`config.mk`:
```
export PLATFORM = sky130hd
export DESIGN_NAME = tsr_device_flat
export DESIGN_NICKNAME = d
export VERILOG_FILES = /design/src/rtl/tsr_pkg.sv /design/src/rtl/tsr_link_if.sv /design/src/rtl/tsr_device.sv /design/src/flat_wrapper.sv
export VERILOG_INCLUDE_DIRS = /design/src /design/src/rtl
export SDC_FILE = /design/constraint.sdc
export NUM_CORES = 1
export LEC_CHECK = 0
export CORE_ASPECT_RATIO = 1.75
export CORE_MARGIN = 3
export CORE_UTILIZATION = 55
export CTS_BUF_LIST = sky130_fd_sc_hd__clkbuf_2
export CTS_CLUSTER_SIZE = 16
export DETAILED_ROUTE_END_ITERATION = 10
export DONT_BUFFER_PORTS = 1
export PLACE_DENSITY = 0.71
export SLEW_MARGIN = 20
export SYNTH_ARGS = -nofsm -noshare
export SYNTH_HDL_FRONTEND = slang
export SYNTH_SLANG_ARGS = --single-unit
```
`constraint.sdc`:
```
create_clock -name clock -period 4.35 [get_ports clock]
set_input_delay 0.87 -clock clock [delete_from_list [all_inputs] [get_ports clock]]
set_output_delay 0.87 -clock clock [all_outputs]
set_load 0.02 [all_outputs]
```
`src/rtl/tsr_defines.svh`:
```
// Offsets, field positions, reset values of the temperature sensor register set
`ifndef TSR_DEFINES_SVH
`define TSR_DEFINES_SVH

// Register select codes carried in the pointer byte
`define TSR_SEL_TEMP 2'h0
`define TSR_SEL_CONF 2'h1
`define TSR_SEL_HYST 2'h2
`define TSR_SEL_OVER 2'h3

// Configuration byte fields
`define TSR_CONF_SHUTDOWN 0
`define TSR_CONF_MODE 1
`define TSR_CONF_POL 2
`define TSR_CONF_FQ_LO 3
`define TSR_CONF_FQ_HI 4

// Reset values
`define TSR_CONF_RST 8'h00
`define TSR_TEMP_RST 11'h000
`define TSR_OVER_RST 16'h5000
`define TSR_HYST_RST 16'h4b00
`define TSR_PTR_RST 2'h0

// Host APB register byte addresses
`define TSR_APB_CTRL 8'h00
`define TSR_APB_WDATA 8'h04
`define TSR_APB_STATUS 8'h08
`define TSR_APB_RDATA 8'h0c

// Host control word fields
`define TSR_CTRL_WRITE 0
`define TSR_CTRL_TGT_LO 1
`define TSR_CTRL_TGT_HI 2
`define TSR_CTRL_NB_LO 3
`define TSR_CTRL_NB_HI 4

// Host status word fields
`define TSR_STAT_BUSY 0
`define TSR_STAT_DONE 1
`define TSR_STAT_STALE 2

`endif

```
`src/rtl/tsr_pkg.sv`:
```
// Types shared by both ends of the temperature sensor register link
package tsr_pkg;

  typedef struct packed {
    logic [1:0] ptr;
    logic [7:0] conf;
    logic [10:0] temp;
    logic [8:0] over;
    logic [8:0] hyst;
    logic [2:0] fault_cnt;
    logic expect_hi;
    logic alert_active;
    logic alert_oe;
    logic rsp_valid;
    logic [15:0] rsp_data;
  } tsr_dev_state_t;

  typedef enum logic {
    TSR_IDLE = 1'b0,
    TSR_WAIT = 1'b1
  } tsr_host_fsm_t;

  typedef struct packed {
    tsr_host_fsm_t fsm;
    logic cmd_valid;
    logic cmd_write;
    logic cmd_has_ptr;
    logic [1:0] cmd_ptr;
    logic [1:0] cmd_nbytes;
    logic [15:0] cmd_data;
    logic [1:0] known_ptr;
    logic first_temp;
    logic done;
    logic stale;
    logic [15:0] rdata;
    logic [4:0] ctrl;
    logic [15:0] wdata;
    logic pready;
    logic pslverr;
    logic [31:0] prdata;
  } tsr_host_state_t;

endpackage

```
`src/rtl/tsr_link_if.sv`:
```
// Transaction-level link between the bus host and the sensor register set
`timescale 1ns/1ps
`default_nettype none

interface tsr_link_if;
  logic cmd_valid;
  logic cmd_write;
  logic cmd_has_ptr;
  logic [7:0] cmd_ptr;
  logic [1:0] cmd_nbytes;
  logic [15:0] cmd_data;
  logic rsp_valid;
  logic [15:0] rsp_data;

  modport dev (
    input cmd_valid,
    input cmd_write,
    input cmd_has_ptr,
    input cmd_ptr,
    input cmd_nbytes,
    input cmd_data,
    output rsp_valid,
    output rsp_data
  );

  modport host (
    output cmd_valid,
    output cmd_write,
    output cmd_has_ptr,
    output cmd_ptr,
    output cmd_nbytes,
    output cmd_data,
    input rsp_valid,
    input rsp_data
  );
endinterface

`default_nettype wire

```
`src/rtl/tsr_device.sv`:
```
// Sensor end: pointer, configuration, result and limit registers with alert logic
//
// The APB interface to the registers was chosen for this implementation.
`timescale 1ns/1ps
`default_nettype none
`include "tsr_defines.svh"

////////////////////////////////////////////////////////////////////////////////
// Function
// - Pointer keeps two select bits, upper zero
// - Select codes: result, config, hysteresis, overtemp
// - Pointer byte latched; later reads reuse it
// - Host sends pointer on writes, register changes
// - Pointer resets to result register
// - Host flags first result read after reset as stale
// - Config bits 7:5 reserved, writable, reset zero
// - Config bits 4:3 fault depth 1/2/4/6
// - Bit 2 alert polarity, bit 1 alert mode
// - Config bit 0 selects shutdown
// - Result read-only, 11-bit, eighth-degree steps
// - Result bits left aligned, low five zero
// - Result loaded at each conversion end outside shutdown
// - Result read returns both bytes, high first
// - One-byte read returns high byte only
// - Limits: 9-bit, half-degree, left aligned, writable
// - Limit reads return low seven bits zero
// - Upper nine result bits compared to limits
// - Overtemperature limit resets to 5000h
// - Hysteresis limit resets to 4B00h
// - Alert fires after depth consecutive trips
// - Shutdown stops conversions, clears interrupt alert
module tsr_device (
  input wire logic clock,
  input wire logic resetn,
  tsr_link_if.dev link,
  input wire logic conv_done,
  input wire logic [10:0] conv_result,
  output logic [1:0] fault_depth_sel,
  output logic alert_polarity,
  output logic alert_mode_sel,
  output logic shutdown,
  output logic [8:0] compare_value,
  output logic alert_output_o,
  output logic alert_output_oe
);

  localparam logic [15:0] OVER_RST = `TSR_OVER_RST;
  localparam logic [15:0] HYST_RST = `TSR_HYST_RST;

  tsr_pkg::tsr_dev_state_t s;
  tsr_pkg::tsr_dev_state_t next_s;

  logic take;
  logic [1:0] sel;
  logic trip;
  logic [2:0] cnt_inc;
  logic [8:0] t9;

  // Fault depth code to count of consecutive trips
  function automatic logic [2:0] fault_depth(input logic [1:0] code);
    case (code)
      2'h0: fault_depth = 3'h1;
      2'h1: fault_depth = 3'h2;
      2'h2: fault_depth = 3'h4;
      default: fault_depth = 3'h6;
    endcase
  endfunction

  // Left-aligned word image of a register
  function automatic logic [15:0] read_word(input logic [1:0] code, input tsr_pkg::tsr_dev_state_t st);
    case (code)
      `TSR_SEL_TEMP: read_word = {st.temp, 5'h00};
      `TSR_SEL_CONF: read_word = {st.conf, 8'h00};
      `TSR_SEL_HYST: read_word = {st.hyst, 7'h00};
      default: read_word = {st.over, 7'h00};
    endcase
  endfunction

  ////////////////////////////////////////////////////////////////////////////////

  always_comb begin
    next_s = s;
    next_s.rsp_valid = 1'b0;
    trip = 1'b0;
    cnt_inc = 3'h0;
    t9 = 9'h000;
    // A command is taken once; the answer pulse blocks a second take
    take = link.cmd_valid && !s.rsp_valid;
    sel = link.cmd_has_ptr ? link.cmd_ptr[1:0] : s.ptr;

    if (take) begin
      next_s.rsp_valid = 1'b1;
      if (link.cmd_has_ptr) begin
        next_s.ptr = link.cmd_ptr[1:0];
      end
      if (link.cmd_write) begin
        next_s.rsp_data = 16'h0000;
        if (link.cmd_nbytes != 2'h0) begin
          case (sel)
            `TSR_SEL_TEMP: begin
              next_s.temp = s.temp;
            end
            `TSR_SEL_CONF: begin
              next_s.conf = link.cmd_data[15:8];
            end
            `TSR_SEL_HYST: begin
              next_s.hyst[8:1] = link.cmd_data[15:8];
              if (link.cmd_nbytes == 2'h2) begin
                next_s.hyst[0] = link.cmd_data[7];
              end
            end
            default: begin
              next_s.over[8:1] = link.cmd_data[15:8];
              if (link.cmd_nbytes == 2'h2) begin
                next_s.over[0] = link.cmd_data[7];
              end
            end
          endcase
        end
      end else begin
        next_s.rsp_data = read_word(sel, s);
        if (link.cmd_nbytes == 2'h1) begin
          next_s.rsp_data[7:0] = 8'h00;
        end
        // Any register read releases a latched interrupt alert
        if (s.conf[`TSR_CONF_MODE]) begin
          next_s.alert_active = 1'b0;
        end
      end
    end

    // Entering shutdown releases the alert in interrupt mode only
    if (!s.conf[`TSR_CONF_SHUTDOWN] && next_s.conf[`TSR_CONF_SHUTDOWN]
        && next_s.conf[`TSR_CONF_MODE]) begin
      next_s.alert_active = 1'b0;
      next_s.fault_cnt = 3'h0;
    end

    // Conversion results are dropped while shut down; set wins over read clear
    if (conv_done && !s.conf[`TSR_CONF_SHUTDOWN]) begin
      next_s.temp = conv_result;
      t9 = conv_result[10:2];
      if (s.expect_hi) begin
        trip = $signed(t9) > $signed(s.over);
      end else begin
        trip = $signed(t9) < $signed(s.hyst);
      end
      cnt_inc = s.fault_cnt + 3'h1;
      if (!trip) begin
        next_s.fault_cnt = 3'h0;
      end else if (cnt_inc >= fault_depth(s.conf[`TSR_CONF_FQ_HI:`TSR_CONF_FQ_LO])) begin
        next_s.fault_cnt = 3'h0;
        next_s.expect_hi = !s.expect_hi;
        if (s.conf[`TSR_CONF_MODE]) begin
          next_s.alert_active = 1'b1;
        end else begin
          next_s.alert_active = s.expect_hi;
        end
      end else begin
        next_s.fault_cnt = cnt_inc;
      end
    end

    // Open drain pulls low when the pin level must be low
    next_s.alert_oe = next_s.alert_active ^ next_s.conf[`TSR_CONF_POL];
  end

  ////////////////////////////////////////////////////////////////////////////////

  always_ff @(posedge clock) begin
    if (!resetn) begin
      s.ptr <= `TSR_PTR_RST;
      s.conf <= `TSR_CONF_RST;
      s.temp <= `TSR_TEMP_RST;
      s.over <= OVER_RST[15:7];
      s.hyst <= HYST_RST[15:7];
      s.fault_cnt <= 3'h0;
      s.expect_hi <= 1'b1;
      s.alert_active <= 1'b0;
      // Pin released in reset: no false alert at power-up
      s.alert_oe <= 1'b0;
      s.rsp_valid <= 1'b0;
      s.rsp_data <= 16'h0000;
    end else begin
      s <= next_s;
    end
  end

  ////////////////////////////////////////////////////////////////////////////////

  assign link.rsp_valid = s.rsp_valid;
  assign link.rsp_data = s.rsp_data;
  assign fault_depth_sel = s.conf[`TSR_CONF_FQ_HI:`TSR_CONF_FQ_LO];
  assign alert_polarity = s.conf[`TSR_CONF_POL];
  assign alert_mode_sel = s.conf[`TSR_CONF_MODE];
  assign shutdown = s.conf[`TSR_CONF_SHUTDOWN];
  assign compare_value = s.temp[10:2];
  // Open drain only ever pulls low
  assign alert_output_o = 1'b0;
  assign alert_output_oe = s.alert_oe;

endmodule

`default_nettype wire

```
`src/flat_wrapper.sv`:
```
// flat-port wrapper written by rule: the top's interface ports become plain ports
module tsr_device_flat 
  (clock, resetn, conv_done, conv_result, fault_depth_sel, alert_polarity, alert_mode_sel, shutdown, compare_value, alert_output_o, alert_output_oe, link_cmd_valid, link_cmd_write, link_cmd_has_ptr, link_cmd_ptr, link_cmd_nbytes, link_cmd_data, link_rsp_valid, link_rsp_data);
  tsr_link_if link_i ();
  input wire logic clock;
  input wire logic resetn;
  input wire logic conv_done;
  input wire logic [10:0] conv_result;
  output logic [1:0] fault_depth_sel;
  output logic alert_polarity;
  output logic alert_mode_sel;
  output logic shutdown;
  output logic [8:0] compare_value;
  output logic alert_output_o;
  output logic alert_output_oe;
  input wire logic [$bits(link_i.cmd_valid)-1:0] link_cmd_valid;
  input wire logic [$bits(link_i.cmd_write)-1:0] link_cmd_write;
  input wire logic [$bits(link_i.cmd_has_ptr)-1:0] link_cmd_has_ptr;
  input wire logic [$bits(link_i.cmd_ptr)-1:0] link_cmd_ptr;
  input wire logic [$bits(link_i.cmd_nbytes)-1:0] link_cmd_nbytes;
  input wire logic [$bits(link_i.cmd_data)-1:0] link_cmd_data;
  output wire logic [$bits(link_i.rsp_valid)-1:0] link_rsp_valid;
  output wire logic [$bits(link_i.rsp_data)-1:0] link_rsp_data;
  assign link_i.cmd_valid = link_cmd_valid;
  assign link_i.cmd_write = link_cmd_write;
  assign link_i.cmd_has_ptr = link_cmd_has_ptr;
  assign link_i.cmd_ptr = link_cmd_ptr;
  assign link_i.cmd_nbytes = link_cmd_nbytes;
  assign link_i.cmd_data = link_cmd_data;
  assign link_rsp_valid = link_i.rsp_valid;
  assign link_rsp_data = link_i.rsp_data;
  tsr_device u_core (.clock(clock), .resetn(resetn), .link(link_i), .conv_done(conv_done), .conv_result(conv_result), .fault_depth_sel(fault_depth_sel), .alert_polarity(alert_polarity), .alert_mode_sel(alert_mode_sel), .shutdown(shutdown), .compare_value(compare_value), .alert_output_o(alert_output_o), .alert_output_oe(alert_output_oe));
endmodule
```
======== Word level (Yosys, flattened, before mapping) ========
Cells that the tools add are included.
storage, ports and cells
  bits in latches ......................... 0
  bits in registers ....................... 62
  ROM bits ................................ 0
  output and inout bits ................... 33
  memory bits (writable) .................. 0
  word-level logic and storage cells ...... 74
  bits of input ports ..................... 43
  memories ................................ 0
operators by class
  shift-type cells ........................ 0
  bitwise gates (word level) .............. 2
  reduce and logical (&&, ||, !) cells .... 18
  divide/modulo/power cells ............... 0
  mux-type cells .......................... 30
  $mul .................................... 0
  eq/ne operators ......................... 6
  add/subtract/negate cells ............... 1
  order comparisons ....................... 3
operator list
  kind                   number
  $mux W32               3
  $pmux W16 S3           1
  $mux W3                6
  $mux W9                2
  $mux W17               1
  $mux W16               1
  $reduce_and A4 Y1      3
  $mux W11               1
  $reduce_and A5 Y1      2
  $gt A9 B9 Y1           1
  $lt A9 B9 Y1           1
  $mux W1                9
  $pmux W3 S3            1
  $mux W8                1
  $eq A2 B1 Y1 const B   3
  $eq A2 B2 Y1 const B   3
  $mux W2                3
  $mux W5                1
  $logic_and A1 B1 Y1    4
  $logic_not A2 Y1       2
  $reduce_bool A2 Y1     2
  $add A3 B1 Y3 const B  1
  $ge A3 B3 Y1           1
  $logic_not A1 Y1       3
  4 further kinds        4

======== Longest topological paths before layout ========
Gate-level depths: netlist (run 1).
  word-level depth ........................ 14
  depth in mapped cells ................... 8
  depth with buffers taken out ............ 8

======== Worst setup path before layout (run 1) ========
No wires, ideal clock.
  path kind ............................... input-to-reg
  start ................................... in link_cmd_has_ptr
  end ..................................... reg u_core.s (netlist bit u_core.alert_output_oe)
  setup slack ............................. 1677 ps
  data arrival time ....................... 2609 ps
  buffers on the path ..................... 1
  stages on the path ...................... 7
  data required time ...................... 4286 ps
  setup time .............................. 64 ps
  cells stage by stage .................... or3b_1 > a2111oi_2 > buf_6 > mux2i_1 > nand3b_1 > or3_1 > nand4_1
between the ends
  word-level cells in the longest chain between the ends .. 13
ends and longest elaborated chain
  element                            RTL line            source
  from (decl)                        flat_wrapper.sv:18  input wire logic [$bits(link_i.cmd_has_ptr)-1:0] link_cmd_has_ptr;
  $mux W2 (*)                        tsr_device.sv:89    sel = link.cmd_has_ptr ? link.cmd_ptr[1:0] : s.ptr;
  $eq A2 B1 Y1 (*)                   tsr_device.sv:99    case (sel)
  $mux W3 (*)                        tsr_device.sv:99
  $mux W32 (*)                       tsr_device.sv:98    if (link.cmd_nbytes != 2'h0) begin
  $mux W32 (*)                       tsr_device.sv:96    if (link.cmd_write) begin
  $mux W32 (*)                       tsr_device.sv:91    if (take) begin
  $logic_and A1 B1 Y1 (2 in series)  tsr_device.sv:133   if (!s.conf[`TSR_CONF_SHUTDOWN] && next_s.conf[`TSR_CONF_SHUTDOWN]
  $mux W1                            tsr_device.sv:133
  $mux W2                            tsr_device.sv:151   end else if (cnt_inc >= fault_depth(s.conf[`TSR_CONF_FQ_HI:`TSR_CONF_FQ_LO])) begin
  $mux W2                            tsr_device.sv:149   if (!trip) begin
  $mux W5                            tsr_device.sv:140   if (conv_done && !s.conf[`TSR_CONF_SHUTDOWN]) begin
  $xor A1 B1 Y1 (*)                  tsr_device.sv:165   next_s.alert_oe = next_s.alert_active ^ next_s.conf[`TSR_CONF_POL];
  to (signal assigned)               tsr_device.sv:185   s <= next_s;
  to (decl)                          tsr_device.sv:50    tsr_pkg::tsr_dev_state_t s;
Mark *: on every way between the ends. The rest lies on a longest branch, timed or not. The select of a mux whose other input is x is not followed.
A chain may end at the register's enable or synchronous reset.

======== Final worst setup path (run 1) ========
  start ................................... reg, netlist name u_core.link.rsp_valid
  end ..................................... reg u_core.s (netlist bit u_core.alert_output_oe)
between the ends
  word-level cells in the longest chain between the ends .. 10
  elaborated cells on any way between the ends .. 11
  those cells by class .................... mux: 6; bitwise: 1; reduce/logical: 4
ends and longest elaborated chain
  element                            RTL line           source
  $logic_not A1 Y1 (*)               tsr_device.sv:88   take = link.cmd_valid && !s.rsp_valid;
  $logic_and A1 B1 Y1 (*)            tsr_device.sv:88
  $mux W32                           tsr_device.sv:91
  $logic_and A1 B1 Y1 (2 in series)  tsr_device.sv:133
  $mux W1                            tsr_device.sv:133
  $mux W2                            tsr_device.sv:151
  $mux W2                            tsr_device.sv:149
  $mux W5                            tsr_device.sv:140
  $xor A1 B1 Y1 (*)                  tsr_device.sv:165
Marked as above.

==> results.toml, run 1 <==
[clock_network]
cts_tree = "built"
cts-root-buf = "clkbuf_2"
cts-htree-levels = 3
cts_hold_buf = 0
clock-sinks = 57
post_cts_buffers = 0
clkSlewWorstSetupHoldPaths_ns = 0.15
cts_buffer_depth = 2
clock_latency_ns = 0.50
post_cts_resize_count = 0
cts_buffers = 9

[logic_synthesis]
synth_edf_count = 0
syn_inst = 356
yosysUniqueCellTypes = 44
avgSynthCellArea_um2 = 8.92
yosysSeqAreaShare = 0.359
synth_top_area_share = 0.359
synth_most_common_cell = "dfxtp_1"
synth_warnings = 0
netlist_area_um2 = 3180
async_flop_share = 0
yosys-top-cells-count = "dfxtp_1, nor2_1, nand2_1"
synth.top_cells.by_area = "dfxtp_1, ha_1, buf_4"
synth_top_area_cell = "dfxtp_1"
synth_ff_type = "dfxtp_1"
ys_ff_latch = 57

[floorplanning]
die-area_um2 = 6760
die_y_um = 107
chipWidth_um = 63.5
io_pins = 76
rows = 36
initial_core_util = 0.569
core_area_um2 = 5590

[power_and_ir_drop]
p_leak_nw = 1.23
peakVddDrop_v = 0.000196
cellPowerDensity_nw_per_um2 = 306
seqPwrFrac = 0.588
p_sw_uw = 285
intPower_uw = 679
combPwrFrac = 0.139
sw_frac_of_total = 0.295
p_clk_frac = 0.274

[sta]
period_needed_ns = 2.69
maxSlewViolCount = 0
final_hold_viol_count = 0
min_period_over_period = 0.619
max_slew.worst_pin.slew_ns = 0.834
skew_ns = 0.0125
fmax_mhz = 371
fin_tns_setup_ns = 0
setup_violations = 0
rsz0062_at_grt = "no"
worst_slew_margin_rel = 0.443

[setup_path]
critPathCaptureType = "flip-flop"
cpMaxStageDelayCell = "a2111oi_2"
arrival_ns = 3.14
timing_worst_setup_path_type = "reg -> reg"
slowest_delay_ns = 0.71
reg2reg_to = "u_core.alert_output_oe$_SDFF_PN0_"
ff2ff_path_depth = 6
startpoint = "u_core.link.rsp_valid$_SDFF_PN0_"
cp.required_ns = 4.79
reg2reg_from = "u_core.link.rsp_valid$_SDFF_PN0_"
path_cells = "nand2b_1, a2111oi_2, mux2i_1, nand3b_1, or3_1, nand4_1"
endpoint = "u_core.alert_output_oe$_SDFF_PN0_"
worstSetupStartpointType = "flip-flop"
regToRegSetupSlack_ns = 1.66
crit_path_max_fanout = 17

[drt]
vias = 2441
drt_iter0_markers = 140
routed_via_density = 5.87
drc = 0
drt-total-wl_um = 7250
drtPass1Iterations = 4
routedWlPerCell_um = 17.4
antenna_left = 0

[final_layout]
multi_input_area_um2 = 1700
area_growth_syn_to_layout_pct = -0.945
drive_gt1_frac = 0.112
regArea_um2 = 1140
fill_cells = 552
num-nets-final = 400
utilization = 0.563
num_antenna_cells = 0

[run_status]
status = "completed"

[global_route]
grt_antenna_before_repair = 0
grt_pass1_wl_um = 11700
grt_pass1_vias = 2432
grt_usage = 0.231
grt_max_degree = 29
gr-total-overflow = 0

[placement]
dp_hpwl_um = 5440
gp_congestion = 0.894
numPortBuffers = 0

[hold_path]
hp-class = "in -> reg"

[flow_run]
drv_cap = 0
## flip-flops by register name, summed over array words and instances, names as in the netlist
| register | flops |
|---|---|
| u_core.alert_mode_sel | 1 |
| u_core.shutdown | 1 |
| u_core.compare_value | 9 |
| u_core.link.rsp_valid | 1 |
| u_core.link.rsp_data | 11 |
| u_core.alert_output_oe | 1 |
| u_core.alert_polarity | 1 |
| u_core.s | 30 |
| u_core.fault_depth_sel | 2 |
## power groups by stage
stage | registers (mW) | logic (mW) | clock network, mW
floorplan | 0.563 | 0.132 | 0
global placement | 0.578 | 0.131 | 0
detailed placement | 0.578 | 0.133 | 0
CTS | 0.567 | 0.134 | 0.278
global route | 0.569 | 0.151 | 0.299
finish | 0.566 | 0.134 | 0.264
## routing by layer
metal / global-route usage / part of all wire / routed length [um]
met5: 0 / 0 / 0
met2: 0.387 / 0.52 / 3800
met4: 0.158 / 0.041 / 295
met3: 0.0846 / 0.082 / 592
met1: 0.234 / 0.35 / 2570
## stage by stage
stage / cells / total power [mW] / cell area, um^2 / worst slack, ns / hold WS, ns
after floorplan: 361 / 0.695 / 3200 / 1.68 / 0.436
after global placement: 401 / 0.708 / 3060 / 1.35 / 0.443
after detailed placement: 401 / 0.711 / 3060 / 1.35 / 0.456
after CTS: 416 / 0.979 / 3140 / 1.68 / 0.400
after global routing: 416 / 1.02 / 3150 / 1.51 / 0.388
final: 416 / 0.964 / 3150 / 1.66 / 0.447
## cell usage in the layout, fill, tap and decap left out, types with 6 or more instances in the layout
master    instances
a21oi_1          25
nand3_1           7
buf_4             6
dfxtp_1          57
mux4_2            8
a22oi_1          10
conb_1            6
o21ai_0           6
nor2b_1           6
ha_1             21
mux2i_1          20
nor2_1           40
clkbuf_2         14
o211ai_1          7
inv_1            24
nand2_1          35
## worst max-delay path: cells and delay by family (launching register included)
kind / cells / cell delay, ns
DFF: 1 / 0.41
and+or+nand+nor: 4 / 1.00
AOI/OAI and AO/OA: 1 / 0.71
muxes: 1 / 0.51
## final cells by class
class / instances / area share
inverter: 24 / 0.0286
multi-input combinational: 238 / 0.541
timing repair buffer: 6 / 0.0143
clock buffer: 14 / 0.0223
sequential: 57 / 0.363
tap: 76 / 0.0302
clock inverter: 1 / 0.00119
## cells by family after synthesis
kind of cell,after synthesis,synth area share
fa+ha+maj,21,0.0827
simple gates,118,0.180
buf+inv,66,0.116
mux,30,0.126
other cells,1,0.00118
compound gates,63,0.134
flops,57,0.359
## how the worst min path moves through the flow
| stage | startpoint | end | slack (ns) | cells past startpoint |
|---|---|---|---|---|
| 6_report | resetn | u_core.s[24]$_SDFFE_PN1P_ | 0.45 | 1 |
| 5_1_grt | resetn | u_core.s[24]$_SDFFE_PN1P_ | 0.39 | 1 |
| 4_1_cts | resetn | u_core.s[24]$_SDFFE_PN1P_ | 0.40 | 1 |
| 3_5_place_dp | u_core.s[41]$_SDFFE_PN0P_ | u_core.s[41]$_SDFFE_PN0P_ | 0.46 | 2 |
| 3_3_place_gp | u_core.s[41]$_SDFFE_PN0P_ | u_core.s[41]$_SDFFE_PN0P_ | 0.44 | 2 |
| 2_1_floorplan | u_core.s[41]$_SDFFE_PN0P_ | u_core.s[41]$_SDFFE_PN0P_ | 0.44 | 2 |
Note: power is estimated with default switching activity, not from simulation.
==> run 2, diff against run 1 <==
- PLACE_DENSITY: 0.71 -> 0.74
- clock period: 4.35 -> 2.4 ns (I/O delays scaled with it)
==> results.toml, run 2 (synthesis gave the netlist of run 1 again) <==
[sta]
worst_slew_margin_rel = 0.553
skew_ns = 0.0251
period_needed_ns = 2.30
final_hold_viol_count = 0
maxSlewViolCount = 0
fmax_mhz = 434
setup_ws_ns = 0.0984
min_period_over_period = 0.959
max_slew.worst_pin.slew_ns = 0.657
setup_violations = 0
rsz0062_at_grt = "no"
fin_tns_setup_ns = 0
finalHoldWorstSlack_ns = 0.0483

[final_layout]
area_growth_syn_to_layout_pct = 2.91
final_common_cell = "dfxtp_1"
multi_input_area_um2 = 1710
regArea_um2 = 1140
final_cell_mix = "dfxtp_1, nor2_1, nand2_1"
largest_register_ffs = 30
fin_cells = 426
drive_gt1_frac = 0.134
num_antenna_cells = 0
num-nets-final = 410
regMostFlops = "u_core.s"
fill_cells = 518

[placement]
gp_congestion = 0.905
numPlacedInstances = 410
numPortBuffers = 0
dp_hpwl_um = 5740
dp_slack_ns = 0.00871

[drt]
antenna_left = 0
drt_iter0_markers = 238
routedWlPerCell_um = 17.7
drt-total-wl_um = 7560
routed_via_density = 5.84
drtPass1Iterations = 4
vias = 2486
drc = 0

[power_and_ir_drop]
cellPowerDensity_nw_per_um2 = 570
sw_frac_of_total = 0.290
seqPwrFrac = 0.549
p_leak_nw = 1.29
peakVddDrop_v = 0.000340
combPwrFrac = 0.144
intPower_mw = 1.32
p_clk_frac = 0.307
p_sw_uw = 541

[clock_network]
cts_buffers = 9
clkSlewWorstSetupHoldPaths_ns = 0.17
clock_latency_ns = 0.51
cts-htree-levels = 3
cts-root-buf = "clkbuf_2"
cts_buffer_depth = 2
cts_tree = "built"
clock-sinks = 57

[setup_path]
endpoint = "u_core.s[20]$_SDFFE_PN0P_"
critPathCaptureType = "flip-flop"
ff2ff_path_depth = 8
regToRegSetupSlack_ns = 0.1
startpoint = "u_core.s[20]$_SDFFE_PN0P_"
crit_path_max_fanout = 4
reg2reg_to = "u_core.s[20]$_SDFFE_PN0P_"
worstSetupStartpointType = "flip-flop"
cp.required_ns = 2.86
arrival_ns = 2.76
timing_worst_setup_path_type = "reg -> reg"
reg2reg_from = "u_core.s[20]$_SDFFE_PN0P_"

[global_route]
grt_antenna_before_repair = 0
grt_pass1_vias = 2592
grt_max_degree = 31
grt_pass1_wl_um = 12300
gr-total-overflow = 0
grt_usage = 0.241

[hold_path]
hp-class = "in -> reg"

[floorplanning]
rows = 36
chipWidth_um = 63.5
io_pins = 76
die-area_um2 = 6760
initial_core_util = 0.569
die_y_um = 107
core_area_um2 = 5590

[flow_run]
drv_cap = 0

[run_status]
status = "completed"
## run 2: cell count changes in the layout (fill, tap and decap cells not counted), sizes merged
cell and change:
buf +9, clkbuf -4, clkinv +3, bufinv +1, dlygate4sd3 +1
## run 2: critical path, stage by stage (launching register included)
cell and delay [ns]:
dfxtp_1 0.38, ha_1 0.22, nor2b_1 0.14, or2_2 0.27
ha_1 0.28, nor2b_1 0.13, or2_2 0.32, or3_1 0.35
a21oi_1 0.15
## run 2: area by class of cell
| type | instances | share of cell area |
|---|---|---|
| multi-input cells | 238 | 0.523 |
| flip-flops and latches | 57 | 0.349 |
| repair buffers | 16 | 0.0413 |
| well taps | 76 | 0.0291 |
| inverters | 24 | 0.0276 |
| clock buffers | 10 | 0.0153 |
| clock inverters | 5 | 0.0145 |
## run 2: worst min path at each step
| stage | from | end | slack [ns] | cells past startpoint |
|---|---|---|---|---|
| floorplan | u_core.s[41]$_SDFFE_PN0P_ | u_core.s[41]$_SDFFE_PN0P_ | 0.44 | 2 |
| global placement | u_core.s[41]$_SDFFE_PN0P_ | u_core.s[41]$_SDFFE_PN0P_ | 0.44 | 2 |
| detailed placement | u_core.s[42]$_SDFFE_PN0P_ | u_core.s[42]$_SDFFE_PN0P_ | 0.45 | 2 |
| CTS | resetn | u_core.s[24]$_SDFFE_PN1P_ | 0.003 | 1 |
| global route | resetn | u_core.s[24]$_SDFFE_PN1P_ | 0.01 | 1 |
| finish | resetn | u_core.s[24]$_SDFFE_PN1P_ | 0.05 | 1 |
## run 2: stage by stage
stage	area [um^2]	util	power, mW
after global placement	3140	0.563	1.30
after floorplan	3200	-	1.26
after CTS	3250	0.582	1.88
final	3270	0.585	1.86
after detailed placement	3140	0.563	1.31
after global routing	3270	0.585	1.95
## run 2: per-layer routing
metal / GRT usage / vias up / share of wire
li1: - / 1199 / -
met1: 0.242 / 1176 / 0.36
met2: 0.433 / 92 / 0.53
met3: 0.0740 / 19 / 0.081
met4: 0.130 / 0 / 0.026
met5: 0 / - / 0
## run 2: power groups by stage
stage | clock [mW] | sequential, mW | combinational (mW)
floorplan | 0 | 1.02 | 0.239
global placement | 0 | 1.04 | 0.253
detailed placement | 0 | 1.05 | 0.261
CTS | 0.593 | 1.02 | 0.264
global route | 0.626 | 1.03 | 0.296
finish | 0.573 | 1.02 | 0.268
## run 2: repair_timing
item / in CTS / in global routing
hold endpoints to repair: 1 / 0
setup buffers: 0 / 0
endpoints found under the setup margin: 0 / 2
hold buffers: 1 / 0
gates resized for setup: 0 / 2
